File: src/ibds_pkg.sv
// Constants and types shared by the ISA-side signalling block
package ibds_pkg;
	localparam int unsigned ADDR_W          = 8;
	localparam logic [7:0]  OFF_CTRL        = 8'h00;
	localparam logic [7:0]  OFF_DMA_CMD     = 8'h04;
	localparam logic [7:0]  OFF_STATUS      = 8'h08;
	localparam int unsigned CTRL_ISA_RST    = 0;
	localparam int unsigned CTRL_EOP_IN     = 1;
	localparam int unsigned CMD_DREQ_HI     = 6;
	localparam int unsigned CMD_DACK_HI     = 7;
	localparam logic [1:0]  CTRL_RST_VAL    = 2'h0;
	localparam logic [7:0]  CMD_RST_VAL     = 8'h00;
	localparam int unsigned STAT_TC         = 8;
	localparam int unsigned STAT_REF_EXT    = 9;
	localparam int unsigned STAT_RSTDRV     = 10;
	localparam logic [23:0] LOW_MEM_LIMIT   = 24'h100000;
	localparam logic [3:0]  ZW_MEM16_CLKS   = 4'h2;
	localparam logic [3:0]  ZW_8BIT_CLKS    = 4'h3;
	localparam logic [1:0]  RESP_OKAY       = 2'h0;
	localparam logic [1:0]  RESP_SLVERR     = 2'h2;
	localparam logic [1:0]  DEC_CTRL        = 2'h0;
	localparam logic [1:0]  DEC_CMD         = 2'h1;
	localparam logic [1:0]  DEC_STAT        = 2'h2;
	localparam logic [1:0]  DEC_NONE        = 2'h3;

	typedef enum logic [0:0] {
		CYC_IDLE = 1'b0,
		CYC_RUN  = 1'b1
	} ibds_cyc_e;

	typedef struct packed {
		logic is_mem;
		logic is16;
	} ibds_kind_s;
endpackage

File: src/ibds_sync.sv
// Three-stage pin synchroniser with agreement filter
`timescale 1ns/100ps
module ibds_sync #(
	parameter int unsigned W       = 1,
	parameter logic [W-1:0] RST_VAL = '0
) (
	input  wire logic         sys_clk,
	input  wire logic         srst,
	input  wire logic [W-1:0] pin,
	output logic      [W-1:0] level
);
	logic [W-1:0] s1_reg;
	logic [W-1:0] s2_reg;
	logic [W-1:0] s3_reg;
	logic [W-1:0] level_reg;
	logic [W-1:0] level_next;

	// A bit changes only once stages two and three agree
	always_comb begin
		for (int i = 0; i < W; i++) begin
			level_next[i] = (s2_reg[i] == s3_reg[i]) ? s3_reg[i] : level_reg[i];
		end
	end

	always_ff @(posedge sys_clk) begin
		if (srst) begin
			s1_reg    <= RST_VAL;
			s2_reg    <= RST_VAL;
			s3_reg    <= RST_VAL;
			level_reg <= RST_VAL;
		end else begin
			s1_reg    <= pin;
			s2_reg    <= s1_reg;
			s3_reg    <= s2_reg;
			level_reg <= level_next;
		end
	end

	assign level = level_reg;
endmodule

File: src/ibds_top.sv
// ISA-side strobes, cycle shortening, reset drive, DMA handshake and refresh
//
// The AXI4-Lite interface to the registers and the register offsets are this design's own decisions.
`timescale 1ns/100ps
module ibds_top #(
	parameter int unsigned  NCH        = 8,
	parameter logic [3:0]   MEM16_CLKS = 4'h3,
	parameter logic [3:0]   IO16_CLKS  = 4'h3,
	parameter logic [3:0]   BIT8_CLKS  = 4'h6
) (
	input  wire logic                       sys_clk,
	input  wire logic                       srst,
	input  wire logic [ibds_pkg::ADDR_W-1:0] s_axi_awaddr,
	input  wire logic                       s_axi_awvalid,
	output logic                            s_axi_awready,
	input  wire logic [31:0]                s_axi_wdata,
	input  wire logic [3:0]                 s_axi_wstrb,
	input  wire logic                       s_axi_wvalid,
	output logic                            s_axi_wready,
	output logic [1:0]                      s_axi_bresp,
	output logic                            s_axi_bvalid,
	input  wire logic                       s_axi_bready,
	input  wire logic [ibds_pkg::ADDR_W-1:0] s_axi_araddr,
	input  wire logic                       s_axi_arvalid,
	output logic                            s_axi_arready,
	output logic [31:0]                     s_axi_rdata,
	output logic [1:0]                      s_axi_rresp,
	output logic                            s_axi_rvalid,
	input  wire logic                       s_axi_rready,
	input  wire logic                       pci_rst_n,
	input  wire logic                       sysclk_pin,
	input  wire logic                       memw_n,
	input  wire logic                       memr_n,
	input  wire logic [23:0]                mem_addr,
	input  wire logic                       low_mem_cycle,
	output logic                            smemw_n,
	output logic                            smemr_n,
	input  wire logic                       cyc_start,
	input  wire ibds_pkg::ibds_kind_s       cyc_kind,
	input  wire logic                       zerows_n,
	input  wire logic                       iochrdy,
	output logic                            cyc_done,
	output logic                            rstdrv,
	input  wire logic [15:0]                sd_i,
	output logic [15:0]                     sd_o,
	output logic                            sd_oe,
	input  wire logic [15:0]                sd_wdata,
	input  wire logic                       sd_drive,
	output logic [15:0]                     sd_rdata,
	input  wire logic [NCH-1:0]             dreq,
	output logic [NCH-1:0]                  dreq_act,
	input  wire logic [NCH-1:0]             dma_grant,
	output logic [NCH-1:0]                  dack,
	input  wire logic                       dma_active,
	input  wire logic                       new_addr,
	input  wire logic                       count_expired,
	input  wire logic                       autoinit,
	input  wire logic                       aen,
	input  wire logic                       eop_i,
	output logic                            eop_o,
	output logic                            eop_oe,
	output logic                            dma_terminate,
	input  wire logic                       refresh_own,
	input  wire logic                       refresh_n_i,
	output logic                            refresh_n_o,
	output logic                            refresh_oe,
	output logic                            refresh_ext,
	input  wire logic                       sbhe_req_n,
	output logic                            sbhe_n,
	output logic                            memr_ref_n,
	output logic                            memr_ref_oe
);
	localparam int unsigned SW = 24 + NCH;
	// Idle pin levels: refresh high, process line low, ready, no zero-wait,
	// commands high, bus clock low, PCI reset released
	localparam logic [SW-1:0] SYNC_RST = {16'h0000, {NCH{1'b0}}, 8'hbd};

	// Synchronised pins
	logic [SW-1:0] pins_s;
	logic          pci_rst_n_s, sysclk_s, memw_n_s, memr_n_s;
	logic          zerows_n_s, iochrdy_s, eop_s, refresh_n_s;
	logic [NCH-1:0] dreq_s;
	logic [15:0]   sd_s;

	ibds_sync #(.W(SW), .RST_VAL(SYNC_RST)) u_sync (
		.sys_clk (sys_clk),
		.srst    (srst),
		.pin     ({sd_i, dreq, refresh_n_i, eop_i, iochrdy, zerows_n,
			memr_n, memw_n, sysclk_pin, pci_rst_n}),
		.level   (pins_s)
	);
	assign {sd_s, dreq_s, refresh_n_s, eop_s, iochrdy_s, zerows_n_s,
		memr_n_s, memw_n_s, sysclk_s, pci_rst_n_s} = pins_s;

	logic isa_rst;
	assign isa_rst = ~pci_rst_n_s;

	function automatic logic [1:0] dec(input logic [ibds_pkg::ADDR_W-1:0] a);
		if (a == ibds_pkg::OFF_CTRL) begin
			dec = ibds_pkg::DEC_CTRL;
		end else if (a == ibds_pkg::OFF_DMA_CMD) begin
			dec = ibds_pkg::DEC_CMD;
		end else if (a == ibds_pkg::OFF_STATUS) begin
			dec = ibds_pkg::DEC_STAT;
		end else begin
			dec = ibds_pkg::DEC_NONE;
		end
	endfunction

	// Register bus slave
	logic        awready_reg, awready_next, wready_reg, wready_next;
	logic        aw_have_reg, aw_have_next, w_have_reg, w_have_next;
	logic [ibds_pkg::ADDR_W-1:0] awaddr_reg, awaddr_next;
	logic [7:0]  wbyte_reg, wbyte_next;
	logic        wlane_reg, wlane_next;
	logic        bvalid_reg, bvalid_next, arready_reg, arready_next;
	logic        rvalid_reg, rvalid_next;
	logic [1:0]  bresp_reg, bresp_next, rresp_reg, rresp_next;
	logic [31:0] rdata_reg, rdata_next, status;
	logic [1:0]  ctrl_reg, ctrl_next;
	logic [7:0]  cmd_reg, cmd_next;
	logic        tc_reg, rstdrv_reg, refresh_ext_reg;
	logic [NCH-1:0] dreq_act_reg;

	always_comb begin
		status = 32'h0000_0000;
		status[NCH-1:0] = dreq_act_reg;
		status[ibds_pkg::STAT_TC] = tc_reg;
		status[ibds_pkg::STAT_REF_EXT] = refresh_ext_reg;
		status[ibds_pkg::STAT_RSTDRV] = rstdrv_reg;
	end

	always_comb begin
		awready_next = awready_reg;
		wready_next  = wready_reg;
		aw_have_next = aw_have_reg;
		w_have_next  = w_have_reg;
		awaddr_next  = awaddr_reg;
		wbyte_next   = wbyte_reg;
		wlane_next   = wlane_reg;
		bvalid_next  = bvalid_reg;
		bresp_next   = bresp_reg;
		arready_next = arready_reg;
		rvalid_next  = rvalid_reg;
		rresp_next   = rresp_reg;
		rdata_next   = rdata_reg;
		ctrl_next    = ctrl_reg;
		cmd_next     = cmd_reg;
		if (s_axi_awvalid && awready_reg) begin
			awaddr_next  = s_axi_awaddr;
			aw_have_next = 1'b1;
			awready_next = 1'b0;
		end
		if (s_axi_wvalid && wready_reg) begin
			wbyte_next  = s_axi_wdata[7:0];
			wlane_next  = s_axi_wstrb[0];
			w_have_next = 1'b1;
			wready_next = 1'b0;
		end
		if (aw_have_reg && w_have_reg && !bvalid_reg) begin
			aw_have_next = 1'b0;
			w_have_next  = 1'b0;
			bvalid_next  = 1'b1;
			bresp_next   = ibds_pkg::RESP_OKAY;
			if (dec(awaddr_reg) == ibds_pkg::DEC_CTRL) begin
				ctrl_next = wlane_reg ? wbyte_reg[1:0] : ctrl_reg;
			end else if (dec(awaddr_reg) == ibds_pkg::DEC_CMD) begin
				cmd_next = wlane_reg ? wbyte_reg : cmd_reg;
			end else if (dec(awaddr_reg) == ibds_pkg::DEC_NONE) begin
				bresp_next = ibds_pkg::RESP_SLVERR;
			end
		end
		if (bvalid_reg && s_axi_bready) begin
			bvalid_next  = 1'b0;
			awready_next = 1'b1;
			wready_next  = 1'b1;
		end
		if (s_axi_arvalid && arready_reg) begin
			arready_next = 1'b0;
			rvalid_next  = 1'b1;
			rresp_next   = ibds_pkg::RESP_OKAY;
			rdata_next   = 32'h0000_0000;
			if (dec(s_axi_araddr) == ibds_pkg::DEC_CTRL) begin
				rdata_next[1:0] = ctrl_reg;
			end else if (dec(s_axi_araddr) == ibds_pkg::DEC_CMD) begin
				rdata_next[7:0] = cmd_reg;
			end else if (dec(s_axi_araddr) == ibds_pkg::DEC_STAT) begin
				rdata_next = status;
			end else begin
				rresp_next = ibds_pkg::RESP_SLVERR;
			end
		end
		if (rvalid_reg && s_axi_rready) begin
			rvalid_next  = 1'b0;
			arready_next = 1'b1;
		end
		// PCI reset returns the command register to active-low handshakes
		if (isa_rst) begin
			cmd_next = ibds_pkg::CMD_RST_VAL;
		end
	end

	always_ff @(posedge sys_clk) begin
		if (srst) begin
			awready_reg <= 1'b1;
			wready_reg  <= 1'b1;
			aw_have_reg <= 1'b0;
			w_have_reg  <= 1'b0;
			awaddr_reg  <= '0;
			wbyte_reg   <= 8'h00;
			wlane_reg   <= 1'b0;
			bvalid_reg  <= 1'b0;
			bresp_reg   <= ibds_pkg::RESP_OKAY;
			arready_reg <= 1'b1;
			rvalid_reg  <= 1'b0;
			rresp_reg   <= ibds_pkg::RESP_OKAY;
			rdata_reg   <= 32'h0000_0000;
			ctrl_reg    <= ibds_pkg::CTRL_RST_VAL;
			cmd_reg     <= ibds_pkg::CMD_RST_VAL;
		end else begin
			awready_reg <= awready_next;
			wready_reg  <= wready_next;
			aw_have_reg <= aw_have_next;
			w_have_reg  <= w_have_next;
			awaddr_reg  <= awaddr_next;
			wbyte_reg   <= wbyte_next;
			wlane_reg   <= wlane_next;
			bvalid_reg  <= bvalid_next;
			bresp_reg   <= bresp_next;
			arready_reg <= arready_next;
			rvalid_reg  <= rvalid_next;
			rresp_reg   <= rresp_next;
			rdata_reg   <= rdata_next;
			ctrl_reg    <= ctrl_next;
			cmd_reg     <= cmd_next;
		end
	end

	// Cycle timing in bus clocks, zero-wait and ready handling
	ibds_pkg::ibds_cyc_e  cyc_reg, cyc_next;
	ibds_pkg::ibds_kind_s kind_reg, kind_next;
	logic [3:0] cnt_reg, cnt_next, cnt_inc, norm_len, zw_len;
	logic       sysclk_q_reg, sys_rise, zw_ok, done_reg, done_next;

	assign sys_rise = sysclk_s & ~sysclk_q_reg;

	always_comb begin
		cyc_next  = cyc_reg;
		kind_next = kind_reg;
		cnt_next  = cnt_reg;
		done_next = 1'b0;
		cnt_inc   = cnt_reg + 4'h1;
		zw_len    = kind_reg.is16 ? ibds_pkg::ZW_MEM16_CLKS : ibds_pkg::ZW_8BIT_CLKS;
		norm_len  = !kind_reg.is16 ? BIT8_CLKS : (kind_reg.is_mem ? MEM16_CLKS : IO16_CLKS);
		// A wait request outranks zero-wait; 16-bit I/O ignores zero-wait
		zw_ok     = !zerows_n_s && iochrdy_s && !(kind_reg.is16 && !kind_reg.is_mem);
		case (cyc_reg)
			ibds_pkg::CYC_IDLE: begin
				if (cyc_start) begin
					cyc_next  = ibds_pkg::CYC_RUN;
					kind_next = cyc_kind;
					cnt_next  = 4'h0;
				end
			end
			ibds_pkg::CYC_RUN: begin
				if (sys_rise) begin
					if (iochrdy_s && ((zw_ok && cnt_inc >= zw_len) || cnt_inc >= norm_len)) begin
						cyc_next  = ibds_pkg::CYC_IDLE;
						done_next = 1'b1;
					end else if (cnt_reg != 4'hf) begin
						cnt_next = cnt_inc;
					end
				end
			end
			default: cyc_next = ibds_pkg::CYC_IDLE;
		endcase
		if (isa_rst) begin
			cyc_next = ibds_pkg::CYC_IDLE;
		end
	end

	always_ff @(posedge sys_clk) begin
		if (srst) begin
			cyc_reg      <= ibds_pkg::CYC_IDLE;
			kind_reg     <= '0;
			cnt_reg      <= 4'h0;
			sysclk_q_reg <= 1'b0;
			done_reg     <= 1'b0;
		end else begin
			cyc_reg      <= cyc_next;
			kind_reg     <= kind_next;
			cnt_reg      <= cnt_next;
			sysclk_q_reg <= sysclk_s;
			done_reg     <= done_next;
		end
	end

	// Pin-side outputs
	logic smemw_reg, smemw_next, smemr_reg, smemr_next, rstdrv_next, low_mem;
	logic [15:0] sd_o_reg, sd_o_next, sd_rdata_reg;
	logic sd_oe_reg, sd_oe_next, ref_oe_next, ref_ext_next, ref_any;
	logic [NCH-1:0] dreq_act_next, dack_reg, dack_next;
	logic tc_next, eop_oe_reg, eop_oe_next, term_reg, term_next, aen_q_reg, in_mode;
	logic ref_oe_reg, sbhe_reg, sbhe_next, memr_oe_reg;

	assign low_mem = low_mem_cycle && (mem_addr < ibds_pkg::LOW_MEM_LIMIT);
	assign in_mode = dma_active && ctrl_reg[ibds_pkg::CTRL_EOP_IN];
	assign ref_any = refresh_own || refresh_ext_reg;

	always_comb begin
		smemw_next    = isa_rst ? 1'b1 : !(low_mem && !memw_n_s);
		smemr_next    = isa_rst ? 1'b1 : !(low_mem && !memr_n_s);
		rstdrv_next   = isa_rst || ctrl_reg[ibds_pkg::CTRL_ISA_RST];
		sd_oe_next    = sd_drive && !isa_rst && !rstdrv_reg && !ref_any;
		sd_o_next     = sd_wdata;
		dreq_act_next = cmd_reg[ibds_pkg::CMD_DREQ_HI] ? dreq_s : ~dreq_s;
		dack_next     = cmd_reg[ibds_pkg::CMD_DACK_HI] ? dma_grant : ~dma_grant;
		if (isa_rst) begin
			dack_next = {NCH{1'b1}};
		end
		// Count-done flag: set wins over the AEN or autoinit clear
		tc_next = tc_reg;
		if ((aen_q_reg && !aen) || autoinit) begin
			tc_next = 1'b0;
		end
		if (new_addr && count_expired && !in_mode) begin
			tc_next = 1'b1;
		end
		if (!dma_active || isa_rst) begin
			tc_next = 1'b0;
		end
		eop_oe_next  = !(in_mode && !isa_rst);
		term_next    = in_mode && eop_s && !isa_rst;
		ref_oe_next  = refresh_own && !isa_rst;
		ref_ext_next = !ref_oe_reg && !refresh_n_s && !isa_rst;
		sbhe_next    = sbhe_req_n || ref_any;
	end

	always_ff @(posedge sys_clk) begin
		if (srst) begin
			smemw_reg       <= 1'b1;
			smemr_reg       <= 1'b1;
			rstdrv_reg      <= 1'b1;
			sd_oe_reg       <= 1'b0;
			sd_o_reg        <= 16'h0000;
			sd_rdata_reg    <= 16'h0000;
			dreq_act_reg    <= '0;
			dack_reg        <= {NCH{1'b1}};
			tc_reg          <= 1'b0;
			eop_oe_reg      <= 1'b1;
			term_reg        <= 1'b0;
			aen_q_reg       <= 1'b0;
			ref_oe_reg      <= 1'b0;
			refresh_ext_reg <= 1'b0;
			sbhe_reg        <= 1'b1;
			memr_oe_reg     <= 1'b0;
		end else begin
			smemw_reg       <= smemw_next;
			smemr_reg       <= smemr_next;
			rstdrv_reg      <= rstdrv_next;
			sd_oe_reg       <= sd_oe_next;
			sd_o_reg        <= sd_o_next;
			sd_rdata_reg    <= sd_s;
			dreq_act_reg    <= dreq_act_next;
			dack_reg        <= dack_next;
			tc_reg          <= tc_next;
			eop_oe_reg      <= eop_oe_next;
			term_reg        <= term_next;
			aen_q_reg       <= aen;
			ref_oe_reg      <= ref_oe_next;
			refresh_ext_reg <= ref_ext_next;
			sbhe_reg        <= sbhe_next;
			memr_oe_reg     <= ref_oe_next;
		end
	end

	assign s_axi_awready = awready_reg;
	assign s_axi_wready  = wready_reg;
	assign s_axi_bvalid  = bvalid_reg;
	assign s_axi_bresp   = bresp_reg;
	assign s_axi_arready = arready_reg;
	assign s_axi_rvalid  = rvalid_reg;
	assign s_axi_rresp   = rresp_reg;
	assign s_axi_rdata   = rdata_reg;
	assign smemw_n       = smemw_reg;
	assign smemr_n       = smemr_reg;
	assign cyc_done      = done_reg;
	assign rstdrv        = rstdrv_reg;
	assign sd_o          = sd_o_reg;
	assign sd_oe         = sd_oe_reg;
	assign sd_rdata      = sd_rdata_reg;
	assign dreq_act      = dreq_act_reg;
	assign dack          = dack_reg;
	assign eop_o         = tc_reg;
	assign eop_oe        = eop_oe_reg;
	assign dma_terminate = term_reg;
	assign refresh_n_o   = 1'b0;
	assign refresh_oe    = ref_oe_reg;
	assign refresh_ext   = refresh_ext_reg;
	assign sbhe_n        = sbhe_reg;
	assign memr_ref_n    = 1'b0;
	assign memr_ref_oe   = memr_oe_reg;
endmodule

File: config.mk
export PLATFORM = sky130hd
export DESIGN_NAME = ibds_top
export DESIGN_NICKNAME = d
export VERILOG_FILES = /design/src/ibds_pkg.sv /design/src/ibds_sync.sv /design/src/ibds_top.sv
export SDC_FILE = /design/constraint.sdc
export NUM_CORES = 1
export LEC_CHECK = 0
export ABC_CLOCK_PERIOD_IN_PS = 2900
export BUFFER_PORTS_ARGS = -buffer_cell sky130_fd_sc_hd__buf_2
export CAP_MARGIN = 20
export CORE_MARGIN = 4
export CORE_UTILIZATION = 45
export CTS_CLUSTER_DIAMETER = 150
export CTS_CLUSTER_SIZE = 24
export DETAILED_ROUTE_END_ITERATION = 8
export HOLD_SLACK_MARGIN = 0.02
export PLACE_DENSITY_LB_ADDON = 0.2
export SLEW_MARGIN = 20
export SYNTH_ARGS = -nofsm -noshare
export SYNTH_HDL_FRONTEND = slang
export SYNTH_SLANG_ARGS = --single-unit
File: constraint.sdc
create_clock -name sys_clk -period 2.9 [get_ports sys_clk]
set_input_delay 0.58 -clock sys_clk [delete_from_list [all_inputs] [get_ports sys_clk]]
set_output_delay 0.58 -clock sys_clk [all_outputs]
set_load 0.02 [all_outputs]
==> results.py, run 1 <==
metrics = {
    "clock_tree": {
        "cts.sinks": 243,
        "path_clk_slew_ns": 0.09,
        "post_cts_buffers": 0,
        "root_buffer": "clkbuf_16",
        "cts_hold_buf": 0,
        "cts_tree": "built",
        "post_cts_resize_count": 0,
        "clock_path_buffers": 3,
        "cts_buffers": 14,
        "cts-htree-levels": 1,
        "worstSkewPairLatency_ns": 0.47,
    },
    "worst_setup_path": {
        "end_kind": "flop",
        "crit_buf_inv": 0,
        "cpMaxStageDelayCell": "dfxtp_1",
        "r2r_cells": 7,
        "required_ns": 3.27,
        "worstPathCellList": "ha_1 -> xor2_2 -> ha_1 -> a31oi_1 -> o311ai_4 -> a21oi_2 -> mux2_4",
        "worst-path-stages": 7,
        "cp_data_arrival_time_ns": 2.65,
        "critical_path_class": "reg2reg",
        "crit_path_start_kind": "flop",
        "crit_top_cell": "ha_1",
        "slowest_delay_ns": 0.43,
        "cpLargestDelayFamily": "compound AO/OA/AOI/OAI gates",
        "path_max_fanout": 6,
    },
    "placed_design": {
        "place.port_buffers": 181,
        "place_hpwl_um": 10200,
        "gp_congestion": 0.789,
        "place_inst": 1157,
    },
    "min_path": {
        "whs_path_depth": 2,
        "min_path_type": "in2reg",
    },
    "synthesis": {
        "synth_edf_count": 0,
        "synthesis.area_um2": 7960,
        "yosys_warnings": 0,
        "yosysTopAreaCellShare": 0.611,
        "synth_largest_area_cell": "dfxtp_1",
        "synth_cell_types": 45,
        "syn_inst": 783,
        "ys_seq_elements": 243,
        "seq_area_frac_synth": 0.611,
        "synthArstFlopShare": 0,
        "synth_flop_cell": "dfxtp_1",
        "synth_area_leaders": "dfxtp_1 (61%), nor2b_1 (9.4%), a21oi_1 (4.1%)",
        "avgSynthCellArea_um2": 10.2,
    },
    "global_routing": {
        "grt_pass1_vias": 4817,
        "grt_max_degree": 81,
        "grt_pass1_wl_um": 23600,
        "track_usage": 0.140,
        "gr-total-overflow": 0,
        "antenna_found_initial": 3,
    },
    "sta": {
        "fmax_mhz": 439,
        "tns_ns": 0,
        "tightest_slew_ns": 0.631,
        "final_max_slew_viol_count": 0,
        "final-setup-viol-count": 0,
        "rsz0062_at_grt": "no",
        "hold_violations": 0,
        "relSlewSlack": 0.578,
        "skew_ns": 0.0213,
        "period_share": 0.786,
        "final.min_clock_period_ns": 2.28,
    },
    "die": {
        "chipHeight_um": 141,
        "rows": 48,
        "die_width_um": 141,
        "dieArea_um2": 19900,
        "ios": 254,
        "fp.coreArea_um2": 17300,
        "start_util": 0.460,
    },
    "cells_and_area": {
        "layout.cells.non_filler": 1174,
        "final_cell_mix": "dfxtp_1 (243), buf_2 (180), nor2b_1 (119)",
        "fillers": 1586,
        "multi_input_area_um2": 2830,
        "regArea_um2": 4860,
        "drive_gt1_frac": 0.246,
        "area_growth_pct": 17.6,
        "final_common_cell": "dfxtp_1",
        "final_nets": 1103,
    },
    "outcome": {
        "status": "finished, final reports clean",
    },
    "drt": {
        "vias_per_cell": 4.57,
        "routedWlPerCell_um": 12.4,
        "via_count": 5362,
        "drtIter0Drc": 250,
        "ant_nets": 0,
        "firstDrtPassIters": 4,
        "drc": 0,
        "wirelength_um": 14500,
    },
    "power": {
        "power_leakage_uw": 0.00409,
        "peakVddDrop_mv": 0.455,
        "power.density_nw_per_um2": 627,
    },
    "job": {
        "maxCapViolations": 0,
    },
}
-- final timing paths --
path         slack [ns]              from          endpoint
max reg2reg        0.62        cnt_reg[0]        cnt_reg[0]
min                0.29            memr_n  u_sync.s1_reg[3]
max                0.62        cnt_reg[0]        cnt_reg[0]
min reg2reg        0.42  u_sync.s1_reg[2]  u_sync.s2_reg[2]
-- synth_stat cells, drive strengths merged, types with 3 or more instances --
library cell and count:
buf 26, inv 8, xor2 18, nor2 46, o21ai 32, a21oi 67, clkbuf 35, or4 3
a22oi 8, nor2b 119, nand2 77, o21bai 6, nor3 12, nand4 4, nand2b 4, and3 3
or2 20, dfxtp 243, nand3 13, mux2i 14, ha 4
-- logic make-up after synthesis --
logic type	share of synthesized area
AO/OA/AOI/OAI	0.0885
XOR/XNOR	0.0208
adder cells (fa/ha/maj)	0.00629
buffers and inverters	0.0448
flip-flops	0.611
multiplexers	0.0209
other	0.000471
AND/OR/NAND/NOR	0.207
-- final cells by class --
class / instances / area share
clock inverters: 1 / 0.00321
well taps: 225 / 0.0301
clock buffers: 15 / 0.0401
diodes: 1 / 0.000267
repair buffers: 186 / 0.101
flip-flops and latches: 243 / 0.520
multi-input cells: 495 / 0.302
inverters: 8 / 0.00321
-- metal layers --
metal / GRT usage / part of all wire / up-vias
met5: 0 / 0.0010 / -
met4: 0.0306 / 0.013 / 4
met3: 0.0383 / 0.093 / 20
met2: 0.222 / 0.42 / 169
met1: 0.194 / 0.47 / 2353
li1: - / - / 2816
-- where the power goes --
group	internal [µW]	total, µW	switching [µW]
registers	3440	3490	51.4
logic	158	388	229
clock network	946	1980	1040
-- through the flow --
step	setup WS [ns]	power [µW]	instance area, µm²	hold WS (ns)	util
after floorplan	0.800	3840	8050	0.389	-
after global placement	0.652	3960	8950	0.392	0.518
after detailed placement	0.592	3970	8950	0.394	0.518
after CTS	0.579	5970	9360	0.263	0.541
after global routing	0.438	6140	9360	0.264	0.541
final	0.620	5870	9360	0.290	0.541
Power figures use the tool's default switching activity.
==> run 2: changes to the inputs <==
--- a/config.mk
+++ b/config.mk
@@ -5,7 +5,7 @@
 export SDC_FILE = /design/constraint.sdc
 export NUM_CORES = 1
 export LEC_CHECK = 0
-export ABC_CLOCK_PERIOD_IN_PS = 2900
+export ABC_CLOCK_PERIOD_IN_PS = 2200
 export BUFFER_PORTS_ARGS = -buffer_cell sky130_fd_sc_hd__buf_2
 export CAP_MARGIN = 20
 export CORE_MARGIN = 4
==> constraint.sdc (replaced) <==
create_clock -name sys_clk -period 2.2 [get_ports sys_clk]
set_input_delay 0.44 -clock sys_clk [delete_from_list [all_inputs] [get_ports sys_clk]]
set_output_delay 0.44 -clock sys_clk [all_outputs]
set_load 0.02 [all_outputs]
==> results.py, run 2 (synthesis gave the netlist of run 1 again) <==
metrics = {
    "worst_setup_path": {
        "cp_data_arrival_time_ns": 2.48,
        "end_kind": "flop",
        "crit_path_start_kind": "flop",
        "required_ns": 2.57,
        "path_max_fanout": 5,
        "critical_path_class": "reg2reg",
    },
    "clock_tree": {
        "clock_path_buffers": 3,
        "post_cts_resize_count": 0,
        "path_clk_slew_ns": 0.09,
        "post_cts_buffers": 0,
        "cts_buffers": 14,
        "cts_hold_buf": 0,
        "cts.sinks": 243,
        "cts-htree-levels": 1,
        "root_buffer": "clkbuf_16",
        "worstSkewPairLatency_ns": 0.48,
        "cts_tree": "built",
    },
    "placed_design": {
        "place.port_buffers": 181,
        "gp_congestion": 0.803,
        "place_hpwl_um": 10200,
        "place_worst_setup_slack_ns": 0.0414,
        "place_inst": 1161,
        "placed_cell_area_um2": 9000,
    },
    "global_routing": {
        "track_usage": 0.142,
        "antenna_found_initial": 4,
        "gr-total-overflow": 0,
        "grt_pass1_wl_um": 23800,
        "grt_pass1_vias": 4972,
        "grt_max_degree": 64,
    },
    "sta": {
        "final_max_slew_viol_count": 0,
        "fin_ws_ns": 0.0907,
        "fmax_mhz": 474,
        "period_share": 0.959,
        "skew_ns": 0.0191,
        "tightest_slew_ns": 0.608,
        "final-setup-viol-count": 0,
        "final.min_clock_period_ns": 2.11,
        "hold_violations": 0,
        "relSlewSlack": 0.594,
    },
    "power": {
        "power.density_nw_per_um2": 824,
        "power_leakage_uw": 0.00412,
        "peakVddDrop_mv": 0.617,
    },
    "outcome": {
        "status": "finished, final reports clean",
    },
    "drt": {
        "via_count": 5406,
        "drtIter0Drc": 216,
        "routedWlPerCell_um": 12.2,
        "vias_per_cell": 4.59,
        "drc": 0,
        "wirelength_um": 14400,
        "firstDrtPassIters": 4,
        "ant_nets": 0,
    },
    "cells_and_area": {
        "design_area_um2": 9410,
        "fillers": 1593,
        "finalCoreUtilization": 0.544,
        "final_cell_mix": "dfxtp_1 (243), buf_2 (180), nor2b_1 (119)",
        "final_common_cell": "dfxtp_1",
        "layout.cells.non_filler": 1178,
        "drive_gt1_frac": 0.250,
        "final_nets": 1107,
        "area_growth_pct": 18.2,
    },
    "die": {
        "dieArea_um2": 19900,
        "rows": 48,
        "chipHeight_um": 141,
        "ios": 254,
        "start_util": 0.460,
        "die_width_um": 141,
        "fp.coreArea_um2": 17300,
    },
    "min_path": {
        "min_path_type": "in2reg",
    },
    "job": {
        "maxCapViolations": 0,
    },
}
## run 2: power by group
part,switching [µW],internal (µW),leakage (µW)
Sequential,64.6,4540,0.00199
Combinational,305,217,0.00193
Clock,1380,1250,0.000196
## run 2: final cells by class
type                       instances  area (µm²)  share of cell area
sequential                       243        4860               0.517
multi-input combinational        495        2830               0.301
timing repair buffer             190         992               0.105
clock buffer                      15         375              0.0399
tap                              225         282              0.0299
clock inverter                     1        30.0             0.00319
inverter                           8        30.0             0.00319
antenna                            1        2.50            0.000266
## run 2: worst max-delay path: stages, from the launching register on
cell and delay, ns:
dfxtp_1 0.37, ha_1 0.24, xor2_2 0.18, ha_1 0.26, a31oi_2 0.23, o311ai_4 0.17, a2111o_1 0.43, o211a_1 0.12
## run 2: worst paths after layout
kind / start / endpoint / slack, ns / depth (start not counted)
worst max-delay path: cnt_reg[1] / cnt_reg[2] / 0.09 / 7
worst min register to register: u_sync.s1_reg[7] / u_sync.s2_reg[7] / 0.41 / 1
worst min-delay path: memw_n / u_sync.s1_reg[2] / 0.14 / 2
worst max register to register: cnt_reg[1] / cnt_reg[2] / 0.09 / 7
## run 2: through the flow
| stage | hold WS [ns] | total power (µW) | setup TNS, ns |
|---|---|---|---|
| after global placement | 0.391 | 5230 | 0 |
| after detailed placement | 0.396 | 5240 | 0 |
| after floorplan | 0.389 | 5060 | 0 |
| after global routing | 0.110 | 8120 | -0.0210 |
| final | 0.137 | 7750 | 0 |
| after CTS | 0.111 | 7890 | 0 |
## run 2: layer usage
layer,wire length [µm],vias to the layer above,GRT usage
li1,-,2826,-
met1,6730,2391,0.198
met2,6100,161,0.220
met3,1270,22,0.0366
met4,261,6,0.0408
met5,41,-,0
==> run 3: changes to the inputs <==
--- a/config.mk
+++ b/config.mk
@@ -9,7 +9,7 @@
 export BUFFER_PORTS_ARGS = -buffer_cell sky130_fd_sc_hd__buf_2
 export CAP_MARGIN = 20
 export CORE_MARGIN = 4
-export CORE_UTILIZATION = 45
+export CORE_UTILIZATION = 50
 export CTS_CLUSTER_DIAMETER = 150
 export CTS_CLUSTER_SIZE = 24
 export DETAILED_ROUTE_END_ITERATION = 8
==> results.py, run 3 (synthesis gave the netlist of run 1 again) <==
metrics = {
    "global_routing": {
        "grt_pass1_vias": 4948,
        "gr-total-overflow": 0,
        "grt_pass1_wl_um": 23300,
        "track_usage": 0.153,
        "antenna_found_initial": 0,
        "grt_max_degree": 139,
    },
    "sta": {
        "fmax_mhz": 487,
        "relSlewSlack": 0.600,
        "rsz0062_at_grt": "no",
        "period_share": 0.933,
        "final.min_clock_period_ns": 2.05,
        "hold_violations": 0,
        "tns_ns": 0,
        "skew_ns": 0.0209,
        "final_max_slew_viol_count": 0,
        "final-setup-viol-count": 0,
        "hold_ws_ns": 0.147,
        "tightest_slew_ns": 0.599,
    },
    "clock_tree": {
        "post_cts_buffers": 0,
        "worstSkewPairLatency_ns": 0.47,
        "cts.sinks": 243,
        "cts-htree-levels": 1,
        "cts_buffers": 14,
        "root_buffer": "clkbuf_16",
        "cts_tree": "built",
        "clock_path_buffers": 3,
        "path_clk_slew_ns": 0.09,
    },
    "placed_design": {
        "place_hpwl_um": 10400,
        "place.port_buffers": 181,
        "gp_congestion": 0.794,
    },
    "worst_setup_path": {
        "required_ns": 2.55,
        "cpMaxStageDelayCell": "a2111o_1",
        "end_kind": "flop",
        "critical_path_class": "reg2reg",
        "crit_buf_inv": 0,
        "slowest_delay_ns": 0.44,
        "path_max_fanout": 5,
        "rr_startpoint": "cnt_reg[0]",
        "cp_data_arrival_time_ns": 2.40,
        "cpLargestDelayFamily": "compound AO/OA/AOI/OAI gates",
        "crit_path_start_kind": "flop",
        "crit_start": "cnt_reg[0]",
        "worstPathCellList": "ha_4 -> xor2_2 -> ha_1 -> a31oi_2 -> o311ai_4 -> a2111o_1 -> o211a_1",
    },
    "cells_and_area": {
        "diodes": 0,
        "area_growth_pct": 18.2,
        "final_nets": 1107,
        "multi_input_area_um2": 2850,
        "fillers": 1374,
        "final_cell_mix": "dfxtp_1 (242), buf_2 (180), nor2b_1 (119)",
        "final_common_cell": "dfxtp_1",
        "drive_gt1_frac": 0.252,
        "regArea_um2": 4870,
    },
    "outcome": {
        "status": "finished, final reports clean",
    },
    "die": {
        "fp.coreArea_um2": 15400,
        "start_util": 0.518,
        "chipHeight_um": 134,
        "die_width_um": 134,
        "rows": 45,
        "ios": 254,
        "dieArea_um2": 18000,
    },
    "drt": {
        "routedWlPerCell_um": 12.5,
        "firstDrtPassIters": 4,
        "drtIter0Drc": 188,
        "vias_per_cell": 4.65,
        "drc": 0,
        "wirelength_um": 14500,
        "via_count": 5412,
        "ant_nets": 0,
    },
    "min_path": {
        "hp-start": "memr_n",
        "min_path_type": "in2reg",
    },
    "job": {
        "maxCapViolations": 0,
    },
    "power": {
        "power_uw": 7740,
        "peakVddDrop_mv": 0.666,
        "power_leakage_uw": 0.00412,
        "power.density_nw_per_um2": 823,
    },
}
-- run 3: cell count changes in the layout (fill, tap and decap cells not counted), sizes merged --
cell / before / now
diode: 1 / 0
-- run 3: per-layer routing --
| metal | global-route usage | wire [µm] |
|---|---|---|
| met3 | 0.0304 | 995 |
| met5 | 0 | 0 |
| met4 | 0.0249 | 161 |
| met1 | 0.210 | 6840 |
| met2 | 0.255 | 6510 |
-- run 3: area by class of cell --
| cell class | count | area share |
|---|---|---|
| clock inverter | 1 | 0.00319 |
| timing repair buffer | 190 | 0.106 |
| tap | 211 | 0.0281 |
| inverter | 8 | 0.00319 |
| clock buffer | 15 | 0.0399 |
| multi-input combinational | 495 | 0.303 |
| sequential | 243 | 0.517 |
-- run 3: worst paths after layout --
check                     end  slack (ns)  depth (start not counted)
min reg2reg  u_sync.s2_reg[7]        0.42                          1
min          u_sync.s1_reg[3]        0.15                          2
max                cnt_reg[2]        0.15                          7
max reg2reg        cnt_reg[2]        0.15                          7
-- run 3: per-stage QoR --
| stage | utilization | setup WS, ns | cells | area (µm²) |
|---|---|---|---|---|
| after global placement | 0.584 | 0.0956 | 1147 | 8980 |
| after detailed placement | 0.584 | 0.0315 | 1147 | 8980 |
| after floorplan | - | 0.100 | 807 | 8050 |
| after global routing | 0.612 | 0.0491 | 1163 | 9400 |
| after CTS | 0.611 | 0.0508 | 1163 | 9390 |
| final | 0.612 | 0.148 | 1163 | 9400 |
-- run 3: repair_timing --
action / CTS / global route
hold buffers: 0 / 0
setup endpoints to repair: 2 / 3
pin swaps: 0 / 1
gates resized for setup: 1 / 3
-- run 3: power by group --
| group | leakage, µW | total [µW] | switching (µW) | internal [µW] |
|---|---|---|---|---|
| clock | 0.000196 | 2610 | 1360 | 1250 |
| combinational | 0.00193 | 525 | 307 | 218 |
| sequential | 0.00199 | 4610 | 67.1 | 4540 |
| total | 0.00412 | 7740 | 1740 | 6000 |
